File: src/common/ccf_defines.vh
// constants for the cycle-count filter register block
`ifndef CCF_DEFINES_VH
`define CCF_DEFINES_VH

// ==========================================================================
// field positions
`define CCF_KERNEL_EXCLUDE_BIT 31
`define CCF_LOWEST_LEVEL_MASK_BIT 30
`define CCF_NONSECURE_KERNEL_BIT 29
`define CCF_NONSECURE_APP_BIT 28
`define CCF_HYP_LEVEL_COUNT_BIT 27
`define CCF_REALM_APP_BIT 21

// ==========================================================================
// reset values
`define CCF_FIELD_RESET 1'b0
`define CCF_REG_RESET 32'h0000_0000

// ==========================================================================
// direct access encoding
`define CCF_COPROC 4'hf
`define CCF_OPC1 3'h0
`define CCF_CRN 4'he
`define CCF_CRM 4'hf
`define CCF_OPC2 3'h7

// ==========================================================================
// selected event type access
`define CCF_SEL_CYCLE 5'h1f

// ==========================================================================
// syndrome codes
`define CCF_SYN_PMU 6'h03
`define CCF_SYN_UNKNOWN 6'h00

// ==========================================================================
// exception levels
`define CCF_EL0 2'h0
`define CCF_EL1 2'h1
`define CCF_EL2 2'h2
`define CCF_EL3 2'h3

// ==========================================================================
// security states
`define CCF_SEC_SECURE 2'h0
`define CCF_SEC_NONSECURE 2'h1
`define CCF_SEC_REALM 2'h2

`endif

File: src/ccf_filter.v
// cycle-count filter register with access traps and count gating
// How it works
// counter counts only in permitted levels/states
// filter register is 32 bits wide
// absent feature makes every access undefined
// bit 31 excludes EL1 cycles
// bit 30 excludes EL0 cycles
// nonsecure EL1 counts when bit 29 matches 31
// nonsecure EL0 counts when bit 28 matches 30
// bit 27 set enables EL2 counting
// missing EL2/EL3 makes fields read zero
// realm EL0 counts when bit 21 matches 30
// warm reset clears bits 31 to 27
// realm bit left unreset after warm reset
// also reachable via selected event type
// core uses fixed coprocessor encoding
// EL0 without user enable traps or undefined
// fine-grained read trap sends EL0 to EL2
// hyp pmu trap sends EL0/EL1 to EL2
// 32-bit hyp pmu trap raises hyp trap
// monitor pmu trap to EL3, halted debug undefined
// reserved bits read zero, ignore writes
`timescale 1ns/10ps
`include "ccf_defines.vh"

module ccf_filter #(
  parameter HAVE_A32 = 1,
  parameter HAVE_PMU = 1,
  parameter HAVE_EL2 = 1,
  parameter HAVE_EL3 = 1,
  parameter HAVE_REALM = 1,
  parameter EL3_DEBUG_PRIO = 0,
  parameter [3:0] SEL_CRN = 4'h9,
  parameter [3:0] SEL_CRM = 4'hd,
  parameter [2:0] SEL_OPC2 = 3'h1
) (
  // clock and reset
  input wire clk_i,
  input wire resetn_i,
  // coprocessor access request
  input wire acc_valid_i,
  input wire acc_write_i,
  input wire [3:0] acc_coproc_i,
  input wire [2:0] acc_opc1_i,
  input wire [3:0] acc_crn_i,
  input wire [3:0] acc_crm_i,
  input wire [2:0] acc_opc2_i,
  input wire [31:0] acc_wdata_i,
  // external debug and 64-bit state write path
  input wire ext_write_i,
  input wire [31:0] ext_wdata_i,
  // core state
  input wire [1:0] cur_el_i,
  input wire [1:0] cur_sec_i,
  input wire el1_a32_i,
  input wire el2_a32_i,
  input wire el3_a32_i,
  input wire el2_enabled_i,
  input wire halted_i,
  // trap controls
  input wire user_access_enable_i,
  input wire trap_general_exceptions_i,
  input wire host_el2_i,
  input wire fgt_allowed_i,
  input wire fine_grain_read_trap_i,
  input wire fine_grain_write_trap_i,
  input wire hyp_pmu_trap_i,
  input wire hyp_pmu_trap_a32_i,
  input wire monitor_pmu_trap_i,
  input wire secure_debug_disable_i,
  input wire [4:0] counter_select_i,
  // access answer
  output reg acc_done_o,
  output reg [31:0] acc_rdata_o,
  output reg acc_undef_o,
  output reg acc_trap_o,
  output reg acc_hyp_trap_o,
  output reg [1:0] acc_trap_el_o,
  output reg [5:0] acc_syndrome_o,
  // filter state
  output wire [31:0] cycle_count_filter_o,
  output wire cycle_count_permit_o
);

  localparam RES_OK = 4'b0001;
  localparam RES_UNDEF = 4'b0010;
  localparam RES_TRAP = 4'b0100;
  localparam RES_HYP = 4'b1000;

  localparam [0:0] P_EL2 = (HAVE_EL2 != 0);
  localparam [0:0] P_EL3 = (HAVE_EL3 != 0);
  localparam [0:0] P_REALM = (HAVE_REALM != 0);
  localparam [0:0] P_PRESENT = (HAVE_A32 != 0) && (HAVE_PMU != 0);
  localparam [0:0] P_DEBUG_PRIO = (EL3_DEBUG_PRIO != 0);

  // ========================================================================
  // field storage
  reg kernel_exclude_reg;
  reg lowest_level_mask_reg;
  reg nonsecure_kernel_flt_reg;
  reg nonsecure_app_flt_reg;
  reg hyp_level_count_reg;
  reg realm_app_flt_reg;

  // ========================================================================
  // access decode
  wire direct_hit;
  wire select_hit;
  wire acc_hit;
  reg [3:0] res_next;
  reg [1:0] trap_el_next;
  reg [5:0] syn_next;
  reg debug_undef_early;
  reg el3_trap;
  reg fg_trap;
  wire acc_write_ok;
  wire write_any;
  wire [31:0] write_data;
  wire [31:0] cycle_count_filter_reg;

  assign direct_hit = (acc_coproc_i == `CCF_COPROC) &&
                      (acc_opc1_i == `CCF_OPC1) &&
                      (acc_crn_i == `CCF_CRN) &&
                      (acc_crm_i == `CCF_CRM) &&
                      (acc_opc2_i == `CCF_OPC2);
  assign select_hit = (acc_coproc_i == `CCF_COPROC) &&
                      (acc_opc1_i == `CCF_OPC1) &&
                      (acc_crn_i == SEL_CRN) &&
                      (acc_crm_i == SEL_CRM) &&
                      (acc_opc2_i == SEL_OPC2) &&
                      (counter_select_i == `CCF_SEL_CYCLE);
  assign acc_hit = acc_valid_i && (direct_hit || select_hit);

  // ========================================================================
  // trap priority
  always @* begin
    res_next = RES_OK;
    trap_el_next = `CCF_EL1;
    syn_next = `CCF_SYN_PMU;
    debug_undef_early = halted_i && P_EL3 && secure_debug_disable_i &&
                        P_DEBUG_PRIO && !el3_a32_i && monitor_pmu_trap_i;
    el3_trap = P_EL3 && !el3_a32_i && monitor_pmu_trap_i;
    fg_trap = acc_write_i ? fine_grain_write_trap_i :
                            fine_grain_read_trap_i;
    if (!P_PRESENT) begin
      res_next = RES_UNDEF;
    end else if (cur_el_i == `CCF_EL0) begin
      if (debug_undef_early) begin
        res_next = RES_UNDEF;
      end else if (!el1_a32_i && !user_access_enable_i) begin
        res_next = RES_TRAP;
        if (el2_enabled_i && !el2_a32_i && trap_general_exceptions_i) begin
          trap_el_next = `CCF_EL2;
        end
      end else if (el1_a32_i && !user_access_enable_i) begin
        if (el2_enabled_i && !el2_a32_i && trap_general_exceptions_i) begin
          res_next = RES_TRAP;
          trap_el_next = `CCF_EL2;
        end else if (el2_enabled_i && el2_a32_i &&
                     trap_general_exceptions_i) begin
          res_next = RES_HYP;
          trap_el_next = `CCF_EL2;
          syn_next = `CCF_SYN_UNKNOWN;
        end else begin
          res_next = RES_UNDEF;
        end
      end else if (el2_enabled_i && !el1_a32_i &&
                   !(host_el2_i && trap_general_exceptions_i) &&
                   (!P_EL3 || fgt_allowed_i) && fg_trap) begin
        res_next = RES_TRAP;
        trap_el_next = `CCF_EL2;
      end else if (el2_enabled_i && !el2_a32_i && hyp_pmu_trap_i) begin
        res_next = RES_TRAP;
        trap_el_next = `CCF_EL2;
      end else if (el2_enabled_i && el2_a32_i && hyp_pmu_trap_a32_i) begin
        res_next = RES_HYP;
        trap_el_next = `CCF_EL2;
      end else if (el3_trap) begin
        if (halted_i && secure_debug_disable_i) begin
          res_next = RES_UNDEF;
        end else begin
          res_next = RES_TRAP;
          trap_el_next = `CCF_EL3;
        end
      end
    end else if (cur_el_i == `CCF_EL1) begin
      if (debug_undef_early) begin
        res_next = RES_UNDEF;
      end else if (el2_enabled_i && !el2_a32_i && hyp_pmu_trap_i) begin
        res_next = RES_TRAP;
        trap_el_next = `CCF_EL2;
      end else if (el2_enabled_i && el2_a32_i && hyp_pmu_trap_a32_i) begin
        res_next = RES_HYP;
        trap_el_next = `CCF_EL2;
      end else if (el3_trap) begin
        if (halted_i && secure_debug_disable_i) begin
          res_next = RES_UNDEF;
        end else begin
          res_next = RES_TRAP;
          trap_el_next = `CCF_EL3;
        end
      end
    end else if (cur_el_i == `CCF_EL2) begin
      if (debug_undef_early) begin
        res_next = RES_UNDEF;
      end else if (el3_trap) begin
        if (halted_i && secure_debug_disable_i) begin
          res_next = RES_UNDEF;
        end else begin
          res_next = RES_TRAP;
          trap_el_next = `CCF_EL3;
        end
      end
    end
  end

  // ========================================================================
  // write path
  assign acc_write_ok = acc_hit && acc_write_i && (res_next == RES_OK);
  assign write_any = acc_write_ok || (ext_write_i && P_PRESENT);
  assign write_data = acc_write_ok ? acc_wdata_i : ext_wdata_i;

  always @(posedge clk_i or negedge resetn_i) begin
    if (!resetn_i) begin
      kernel_exclude_reg <= `CCF_FIELD_RESET;
      lowest_level_mask_reg <= `CCF_FIELD_RESET;
      nonsecure_kernel_flt_reg <= `CCF_FIELD_RESET;
      nonsecure_app_flt_reg <= `CCF_FIELD_RESET;
      hyp_level_count_reg <= `CCF_FIELD_RESET;
    end else if (write_any) begin
      kernel_exclude_reg <= write_data[`CCF_KERNEL_EXCLUDE_BIT];
      lowest_level_mask_reg <= write_data[`CCF_LOWEST_LEVEL_MASK_BIT];
      nonsecure_kernel_flt_reg <=
        write_data[`CCF_NONSECURE_KERNEL_BIT] & P_EL3;
      nonsecure_app_flt_reg <=
        write_data[`CCF_NONSECURE_APP_BIT] & P_EL3;
      hyp_level_count_reg <=
        write_data[`CCF_HYP_LEVEL_COUNT_BIT] & P_EL2;
    end
  end

  // realm bit keeps no reset value
  always @(posedge clk_i) begin
    if (write_any) begin
      realm_app_flt_reg <= write_data[`CCF_REALM_APP_BIT];
    end
  end

  // ========================================================================
  // read view, shared by all views
  assign cycle_count_filter_reg = {
    kernel_exclude_reg,
    lowest_level_mask_reg,
    nonsecure_kernel_flt_reg & P_EL3,
    nonsecure_app_flt_reg & P_EL3,
    hyp_level_count_reg & P_EL2,
    5'h00,
    realm_app_flt_reg & P_REALM,
    21'h00_0000
  };
  assign cycle_count_filter_o = cycle_count_filter_reg;

  // ========================================================================
  // access answer
  always @(posedge clk_i or negedge resetn_i) begin
    if (!resetn_i) begin
      acc_done_o <= 1'b0;
      acc_rdata_o <= `CCF_REG_RESET;
      acc_undef_o <= 1'b0;
      acc_trap_o <= 1'b0;
      acc_hyp_trap_o <= 1'b0;
      acc_trap_el_o <= `CCF_EL0;
      acc_syndrome_o <= `CCF_SYN_UNKNOWN;
    end else begin
      acc_done_o <= acc_hit;
      acc_undef_o <= acc_hit && (res_next == RES_UNDEF);
      acc_trap_o <= acc_hit && (res_next == RES_TRAP);
      acc_hyp_trap_o <= acc_hit && (res_next == RES_HYP);
      if (acc_hit && (res_next != RES_OK) && (res_next != RES_UNDEF)) begin
        acc_trap_el_o <= trap_el_next;
        acc_syndrome_o <= syn_next;
      end else begin
        acc_trap_el_o <= `CCF_EL0;
        acc_syndrome_o <= `CCF_SYN_UNKNOWN;
      end
      if (acc_hit && !acc_write_i && (res_next == RES_OK)) begin
        acc_rdata_o <= cycle_count_filter_reg;
      end else begin
        acc_rdata_o <= `CCF_REG_RESET;
      end
    end
  end

  // ========================================================================
  // count permission
  reg permit;
  always @* begin
    permit = 1'b0;
    case (cur_el_i)
      `CCF_EL0: begin
        if (cur_sec_i == `CCF_SEC_NONSECURE && P_EL3) begin
          permit = (nonsecure_app_flt_reg == lowest_level_mask_reg);
        end else if (cur_sec_i == `CCF_SEC_REALM && P_REALM) begin
          permit = (realm_app_flt_reg == lowest_level_mask_reg);
        end else begin
          permit = !lowest_level_mask_reg;
        end
      end
      `CCF_EL1: begin
        if (cur_sec_i == `CCF_SEC_NONSECURE && P_EL3) begin
          permit = (nonsecure_kernel_flt_reg == kernel_exclude_reg);
        end else begin
          permit = !kernel_exclude_reg;
        end
      end
      `CCF_EL2: begin
        permit = hyp_level_count_reg & P_EL2;
      end
      default: begin
        permit = !kernel_exclude_reg;
      end
    endcase
  end
  assign cycle_count_permit_o = permit & P_PRESENT;

endmodule // ccf_filter

File: config.mk
export PLATFORM = sky130hd
export DESIGN_NAME = ccf_filter
export DESIGN_NICKNAME = d
export VERILOG_FILES = /design/src/ccf_filter.v
export VERILOG_INCLUDE_DIRS = /design/src /design/src/common
export SDC_FILE = /design/constraint.sdc
export NUM_CORES = 1
export LEC_CHECK = 0
export ABC_CLOCK_PERIOD_IN_PS = 1000
export BUFFER_PORTS_ARGS = -buffer_cell sky130_fd_sc_hd__buf_2
export CORE_MARGIN = 10
export CORE_UTILIZATION = 31
export DETAILED_ROUTE_END_ITERATION = 6
export PLACE_DENSITY = 0.78
export SLEW_MARGIN = 20
export SYNTH_ARGS = -nofsm -noshare
export SYNTH_HDL_FRONTEND = slang
export SYNTH_SLANG_ARGS = --single-unit
File: constraint.sdc
create_clock -name clk_i -period 1 [get_ports clk_i]
set_input_delay 0.1 -clock clk_i [delete_from_list [all_inputs] [get_ports clk_i]]
set_output_delay 0.1 -clock clk_i [all_outputs]
set_load 0.02 [all_outputs]
==> results by stage, run 1 <==
Flow run:
- The number of maximum-capacitance violations is 0.

Yosys:
- The simple-gate share of the synthesized area is 0.1733.
- The share of synthesized flip-flops with an asynchronous set or reset is 0.9474.
- Counting flops with a built-in enable in the synthesized netlist gives 1.
- Of the post-synthesis cell area, the dominant cell type holds 0.2899.
- In the post-synthesis netlist, the biggest area contributors are sky130_fd_sc_hd__buf_4, sky130_fd_sc_hd__dfrtp_1, sky130_fd_sc_hd__mux2_4.
- After synthesis, the largest family of logic cells by area is buffers and inverters.
- Of the total synthesized cell area, the portion taken by XOR and XNOR cells is 0.005368.
- Counting distinct cell types in the post-synthesis netlist gives 41.
- The synthesized instance count is around 180.
- In this run the cell area of the synthesized design comes to 1632 sq um.
- Summed over all instances, the cell type with the most area after synthesis is sky130_fd_sc_hd__buf_4.
- For this run, the leading register cell type out of synthesis is sky130_fd_sc_hd__dfrtp_1.
- During synthesis, Yosys emitted a total of 0 warnings.
- A synthesized cell averages between 8 and 9 sq um.
- The complex-gate fraction of the synthesized area is 0.1089.
- The adder and majority cell fraction of the synthesized area is 0.
- After synthesis, the share of cell area in mux cells is 0.1020.
- For this run, the register share of the synthesized area comes to 0.2945.
- The total of flip-flops plus latches after synthesis is 19.

Placement:
- The HPWL reported at the end of detailed placement is between 4000 and 5000 microns.
- Summing all placed instances gives a cell area of around 2100 sq um.
- In this run the tool buffered the top-level ports with 79 buffer cells.
- Counting tap cells, the placed design contains a total of approximately 350 instances.
- The final RePlAce weighted congestion is 0.9396.

Clock network:
- The maximum clock insertion buffer count is 2.
- The clock-pin transition on the worst setup and hold timing paths is 70 ps.
- In this run the clock root is driven by a sky130_fd_sc_hd__clkbuf_8.
- For the worst-skew pair, the clock arrives at the later sink with an insertion delay of 250 ps.
- Counting every sink on the clock net gives 19.
- TritonCTS built the clock tree.
- TritonCTS created 3 clock buffers.
- The H-tree depth is 1.

Power:
- The leakage power summed over all cells is 1.291 nW.
- The peak supply drop is 0.4073 mV.
- The power per cell area is about 930 nW/um^2.

Final layout:
- The count of inserted antenna diode cells is 0.
- Leaving out fill and tap cells, the most frequent cells in the layout are sky130_fd_sc_hd__buf_2, sky130_fd_sc_hd__conb_1, sky130_fd_sc_hd__buf_4.
- The largest registers in the layout are acc_rdata_o x6, acc_trap_el_o x2.
- After filler insertion, the fill cell instance count of the layout stands at 507.
- The net total in the final layout is ~400.
- The fraction of layout instances using a drive strength above 1 is 0.4931.
- Relative to the synthesized area, the layout overhead comes to 39.80%.
- Once layout is done, the placed cells without fillers occupy 2281 sq um.
- acc_rdata_o holds more flip-flops than any other register.
- The most common cell after layout, fill and taps aside is sky130_fd_sc_hd__buf_2.
- The finished layout holds 360 standard cells, fillers aside.
- The register with the most flip-flops in the layout has 6 of them.

STA:
- The final-report hold violation count came to 0.
- The final worst-path cycle share is 1.634.
- Clock skew on the completed layout was measured at 2.351 ps.
- The routed design could run at a clock period as short as 1634 ps.
- Setup repair after global routing could not meet its margin everywhere.
- Based on the critical path, the design can be clocked at up to 611.9 MHz.
- Setup violations remaining at the end of the flow were counted as 25.
- The setup slack of the critical path after layout is -634.4 ps.
- The final max-slew violation count is 0.

Setup path:
- The cell at the slowest stage of the critical path is sky130_fd_sc_hd__or4_4.
- The data required time of the critical path is ~1100 ps.
- The family with the most delay on the worst path is simple AND/OR/NAND/NOR gates.
- Counting both buffers and inverters, the worst setup path holds a total of 3.
- The category of the most critical setup path is in -> reg.
- In this design, the stage delay of the slowest critical-path cell is 530 ps.
- The endpoint kind of the worst setup timing path is a register.
- The endpoint arrival time on the critical path is 1770 ps.
- Walking the worst path, the cells encountered are buf_6 > or4_4 > o41ai_4 > nand4_2 > clkinv_2 > o211ai_4 > buf_4 > mux2_4.
- The maximum fanout encountered on the critical timing path is 5.
- The worst setup path is launched from a primary input.

Route:
- In the final routed layout, each cell accounts on average for between 10 and 15 microns.
- The routed layout has around 1,500 vias.
- The vias per cell is between 4 and 5.
- The first-pass iteration count of the detailed router is 4.
- The number of design-rule violations left by the first detailed-router iteration is 39.
- For this run, design rule violations remaining after detail routing come to 0.
- The total wirelength of the detailed-routed design is 4857 microns.
- The final antenna-violating net count is 0.

Worst hold path:
- The classification of the worst-slack hold path is in -> reg.

Die:
- The floorplan step defined a core boundary enclosing a little over 5000 sq um.
- The number of primary I/O pins is 188.
- The floorplan has 26 rows.
- The die outline height is roughly 90 microns.
- The starting density of the core is 0.3195.
- The die width is 92.55 microns.
- The die covers 8565 sq um.

Global routing:
- The initial antenna violation count was 0.
- The first global-routing pass estimated 7376 microns of wire.
- Across every metal layer, demand over resource in global routing totals 0.1013.
- The total overflow reported by the global router is 0.
- The via count of the first global-routing pass is 1,669.
- Entering global routing, the biggest net connects 19 pins.

Status:
- The final reports fail on setup timing.
- The flow ran to the end, but the final reports show violations.
## cell type report
cell class	instances	area, sq um	area share
clock buffer	4	45.04	0.01975
inverter	7	27.53	0.01207
sequential	19	480.5	0.2106
tap	70	87.58	0.03840
multi-input combinational	145	902.1	0.3955
timing repair buffer	115	738.2	0.3236
## synth_stat cells, types with 2 or more instances
master / number
sky130_fd_sc_hd__buf_4: 63
sky130_fd_sc_hd__dfrtp_1: 18
sky130_fd_sc_hd__nor2_1: 10
sky130_fd_sc_hd__and2_1: 9
sky130_fd_sc_hd__nand2_1: 9
sky130_fd_sc_hd__a21oi_1: 8
sky130_fd_sc_hd__o21ai_0: 7
sky130_fd_sc_hd__inv_1: 6
sky130_fd_sc_hd__mux2_4: 6
sky130_fd_sc_hd__mux2_2: 5
sky130_fd_sc_hd__nand4_1: 3
sky130_fd_sc_hd__nor3_1: 3
sky130_fd_sc_hd__clkbuf_1: 2
sky130_fd_sc_hd__mux2i_1: 2
sky130_fd_sc_hd__nand3_1: 2
sky130_fd_sc_hd__nand3b_1: 2
sky130_fd_sc_hd__nor2b_1: 2
sky130_fd_sc_hd__o31ai_1: 2
## worst paths after layout
kind | from | end | slack [ps] | cells past startpoint
hold reg to reg | nonsecure_kernel_flt_reg | acc_rdata_o[29] | 550 | 1
setup / recovery | acc_crn_i[1] | nonsecure_app_flt_reg | -630 | 8
min in group asynchronous | resetn_i | acc_rdata_o[21] | 300 | 2
setup reg to reg | kernel_exclude_reg | kernel_exclude_reg | -220 | 3
max in group asynchronous | resetn_i | hyp_level_count_reg | 430 | 2
hold / removal | acc_wdata_i[31] | kernel_exclude_reg | 80 | 2
## per-layer routing
metal	wire, microns	track usage	part of all wire	up-vias
li1	-	-	-	716
met2	2723	0.2006	0.56	72
met1	1644	0.1008	0.34	692
met3	445	0.02906	0.092	5
met4	44	0.02314	0.0091	0
met5	0	0	0	-
## per-stage QoR
step | worst slack, ps | TNS, ps | hold WS [ps] | utilization | total power, mW
floorplan | -817.3 | -10080 | -195.6 | - | 1.435
global placement | -920.5 | -15150 | 34.66 | 0.4084 | 1.520
detailed placement | -954.7 | -15610 | 37.93 | 0.4084 | 1.535
CTS | -669.1 | -11550 | 83.04 | 0.4392 | 2.098
global route | -696.4 | -12560 | 80.85 | 0.4466 | 2.226
finish | -634.4 | -10970 | 80.30 | 0.4466 | 2.130
## power by group
part | internal [mW] | switching, mW
sequential | 0.799 | 0.0241
combinational | 0.335 | 0.462
clock | 0.283 | 0.228
total | 1.42 | 0.714
## logic make-up after synthesis
group                     count (synthesis)
buffers and inverters                    73
other                                     1
xor gates and xnor gates                  1
AOI/OAI and AO/OA                        25
and+or+nand+nor                          50
muxes                                    13
DFF                                      19
## what timing repair did
item | in CTS | in global routing
setup endpoints to repair | 26 | 26
cloned | 0 | 0
hold endpoints to repair | 18 | 0
resized for setup | 20 | 9
buffers inserted | 4 | 2
hold buffers | 1 | 0
pin swaps | 8 | 7
Note: power is estimated with default switching activity, not from simulation.
==> run 2, diff against run 1 <==
--- a/config.mk
+++ b/config.mk
@@ -8,10 +8,13 @@
 export LEC_CHECK = 0
 export ABC_CLOCK_PERIOD_IN_PS = 1000
 export BUFFER_PORTS_ARGS = -buffer_cell sky130_fd_sc_hd__buf_2
+export CELL_PAD_IN_SITES_DETAIL_PLACEMENT = 0
+export CELL_PAD_IN_SITES_GLOBAL_PLACEMENT = 1
 export CORE_MARGIN = 10
-export CORE_UTILIZATION = 31
+export CORE_UTILIZATION = 19
 export DETAILED_ROUTE_END_ITERATION = 6
-export PLACE_DENSITY = 0.78
+export PLACE_DENSITY_LB_ADDON = 0.1
+export SETUP_SLACK_MARGIN = 0.05
 export SLEW_MARGIN = 20
 export SYNTH_ARGS = -nofsm -noshare
 export SYNTH_HDL_FRONTEND = slang
==> run 2 against run 1 <==
Effect of this change: sequential share of layout area is 0.26 points lower; largest power group unchanged; critical path type unchanged; via count is 4.7% lower; the run still ends with setup timing left; clock-buffer cell count stayed put; critical endpoint is now realm_app_flt_reg; global-route usage is 2.5 points lower; utilization is 17 points lower.
==> results by stage, run 2 (same netlist as run 1, synthesis figures left out) <==
Status:
- The run finished, with violations left.
- The final reports fail on setup timing.

Placement:
- At the end of routability-driven placement, the weighted congestion stood at 0.7369.
- The count of buffers added on input and output ports is 79.
- The post-placement worst setup slack is -943.5 ps.
- The HPWL reported at the end of detailed placement is around 4700 microns.
- The placed instances occupy a cell area of ~2200 sq um.

Final layout:
- Of the cells placed in the final design, the portion with a size suffix greater than 1 is 0.4828.
- Counting the fill cells in the layout gives ~920.
- The most common cell after layout, fill and taps aside is sky130_fd_sc_hd__buf_2.
- The area growth from synthesis to layout is 41.95%.
- After routing the design area is 2316 sq um.
- The post-route core utilization is 0.2791.
- The count of inserted antenna diode cells is 0.
- The top cell types in the final layout, fill and taps aside, are sky130_fd_sc_hd__buf_2, sky130_fd_sc_hd__conb_1, sky130_fd_sc_hd__buf_4.
- The largest registers in the layout are acc_rdata_o x6, acc_trap_el_o x2.
- Counting flops per register, the top entry is acc_rdata_o.
- The net total in the final layout is 402.
- The flip-flop count of the largest register after layout is 6.

Power:
- The part of the total power dissipated in the clock network is 0.243.
- The internal power summed over all cells is 1.429 mW.
- Of the total power, the share spent switching nets is 0.3359.
- The combinational share of power is 0.373.
- The switching power is between 700 and 800 uW.
- The power per cell area is 929.1 nW/um^2.
- VDD sags by at most about 0.36 mV.
- The share of total power dissipated in sequential elements is 0.385.
- The leakage power summed over all cells is between 1 and 1.5 nW.

Setup path:
- The endpoint arrival time on the critical path is 1610 ps.
- The critical path is of the in -> reg type.
- In this design, the stage delay of the slowest critical-path cell is 530 ps.
- The cell at the slowest stage of the critical path is sky130_fd_sc_hd__or4_4.
- Traced cell by cell, the critical path runs through buf_6 > or4_4 > o41ai_4 > nand4_2 > clkinv_2 > o211ai_4 > mux2_4.
- The family with the most delay on the worst path is simple AND/OR/NAND/NOR gates.
- The maximum fanout encountered on the critical timing path is 4.
- The data required time of the critical path is 1000 ps.
- The worst setup path is captured at a register.
- Together, buffers and inverters on the worst path number 2.
- The worst setup path is launched from a primary input.

Die:
- The core region is just over 8000 sq um.
- The floorplan step defined a die boundary enclosing 12,690 sq um.
- The number of primary I/O pins is 188.
- The standard-cell row count is 33.
- The initial utilization of the core area, before any placement, comes to 0.1966.
- The die width is 112.7 microns.
- From bottom edge to top edge, the die measures 112.7 microns.

Global routing:
- Entering global routing, the biggest net connects 19 pins.
- The initial antenna violation count is 0.
- The overall global routing resource usage is 0.07680.
- The first global-routing pass estimated 8231 microns of wire.
- After global routing the overflow that remains totals 0.
- The via count of the first global-routing pass is 1,714.

Worst hold path:
- The min-delay analysis places its worst path in the category in -> reg.

Route:
- For this block, the initial DRC count from the detailed router was 18.
- Before antenna repair, the detailed router went through 4 iterations.
- The vias per cell is 3.582.
- Across all layers, the routed design uses between 1,000 and 1,500 vias.
- The total wirelength of the detailed-routed design is 5228 microns.
- The final antenna-violating net count is 0.
- After detailed routing, the number of remaining DRC violations is 0.
- After detailed routing, the average wire length per cell comes to 13.24 microns.

STA:
- Setup repair after global routing could not meet its margin everywhere.
- The final-report hold violation count is 0.
- The setup slack of the critical path after layout is -611.8 ps.
- The summed negative setup slack over all endpoints is -9803 ps.
- Clock skew on the completed layout was measured at 0.7569 ps.
- Setup violations remaining at the end of the flow were counted as 26.
- The final worst-path cycle share is 1.612.
- Across all hold checks on the routed design, the worst slack comes to 80.65 ps.
- The final critical-path required period is ~1600 ps.
- The final max-slew violation count is 0.
- Derived from the worst setup path, the maximum achievable clock frequency is 620.4 MHz.

Clock network:
- The worst-skew pair later-pin latency is approximately 250 ps.
- The clock tree from TritonCTS is yes.
- The clock net in this run drives a total of 19 sinks.
- CTS built an H-tree with a depth of 1.
- The clock-pin transition on the worst setup and hold timing paths is 60 ps.
- The maximum clock insertion buffer count is 2.
- Buffers inserted during clock tree synthesis total 3.
- The clock root buffer is sky130_fd_sc_hd__clkbuf_8.

Flow run:
- The tool flagged a number of max-cap violations equal to 0.
-- run 2: path summary, 6_finish.rpt --
kind,slack [ps],to,from,cells past startpoint
hold / removal,80,nonsecure_kernel_flt_reg,acc_wdata_i[29],2
hold reg to reg,630,acc_rdata_o[28],nonsecure_app_flt_reg,2
min in group asynchronous,300,acc_syndrome_o[0],resetn_i,2
max in group asynchronous,390,kernel_exclude_reg,resetn_i,2
setup / recovery,-610,realm_app_flt_reg,acc_crn_i[1],7
setup reg to reg,-150,nonsecure_app_flt_reg,nonsecure_app_flt_reg,3
-- run 2: area by class of cell --
class	instances	area [sq um]	share of cell area
clock buffer	4	45.04	0.01945
inverter	7	27.53	0.01189
multi-input combinational	145	882.1	0.3809
sequential	19	481.7	0.2080
tap	105	131.4	0.05673
timing repair buffer	115	748.2	0.3231
-- run 2: power groups by stage --
stage	registers, mW	clock network, mW	logic (mW)
detailed placement	0.838	0	0.728
finish	0.827	0.522	0.802
CTS	0.828	0.543	0.800
global route	0.830	0.569	0.881
global placement	0.838	0	0.728
floorplan	0.831	0	0.604
-- run 2: through the flow --
stage	total power, mW	cells
after floorplan	1.435	237
after global placement	1.566	390
after detailed placement	1.565	390
after CTS	2.170	395
after global routing	2.279	395
final	2.152	395
-- run 2: worst register-to-register path, stage by stage, from the launching register on --
cell and delay, ps:
sky130_fd_sc_hd__dfrtp_1 400, sky130_fd_sc_hd__buf_6 130, sky130_fd_sc_hd__mux2_2 250, sky130_fd_sc_hd__mux2_4 250
-- run 2: routing by layer --
metal  vias up  wire (microns)  track usage
met2        70            2568       0.1348
li1        713               -            -
met4         0              45      0.02115
met5         -               0            0
met1       628            2244      0.08934
met3         4             369      0.02023
-- run 2: what timing repair did --
item	in CTS	in global routing
hold endpoints to repair	18	0
endpoints found under the setup margin	27	27
pin swaps	4	3
resized for setup	26	8
buffers inserted	0	5
hold buffers	1	0
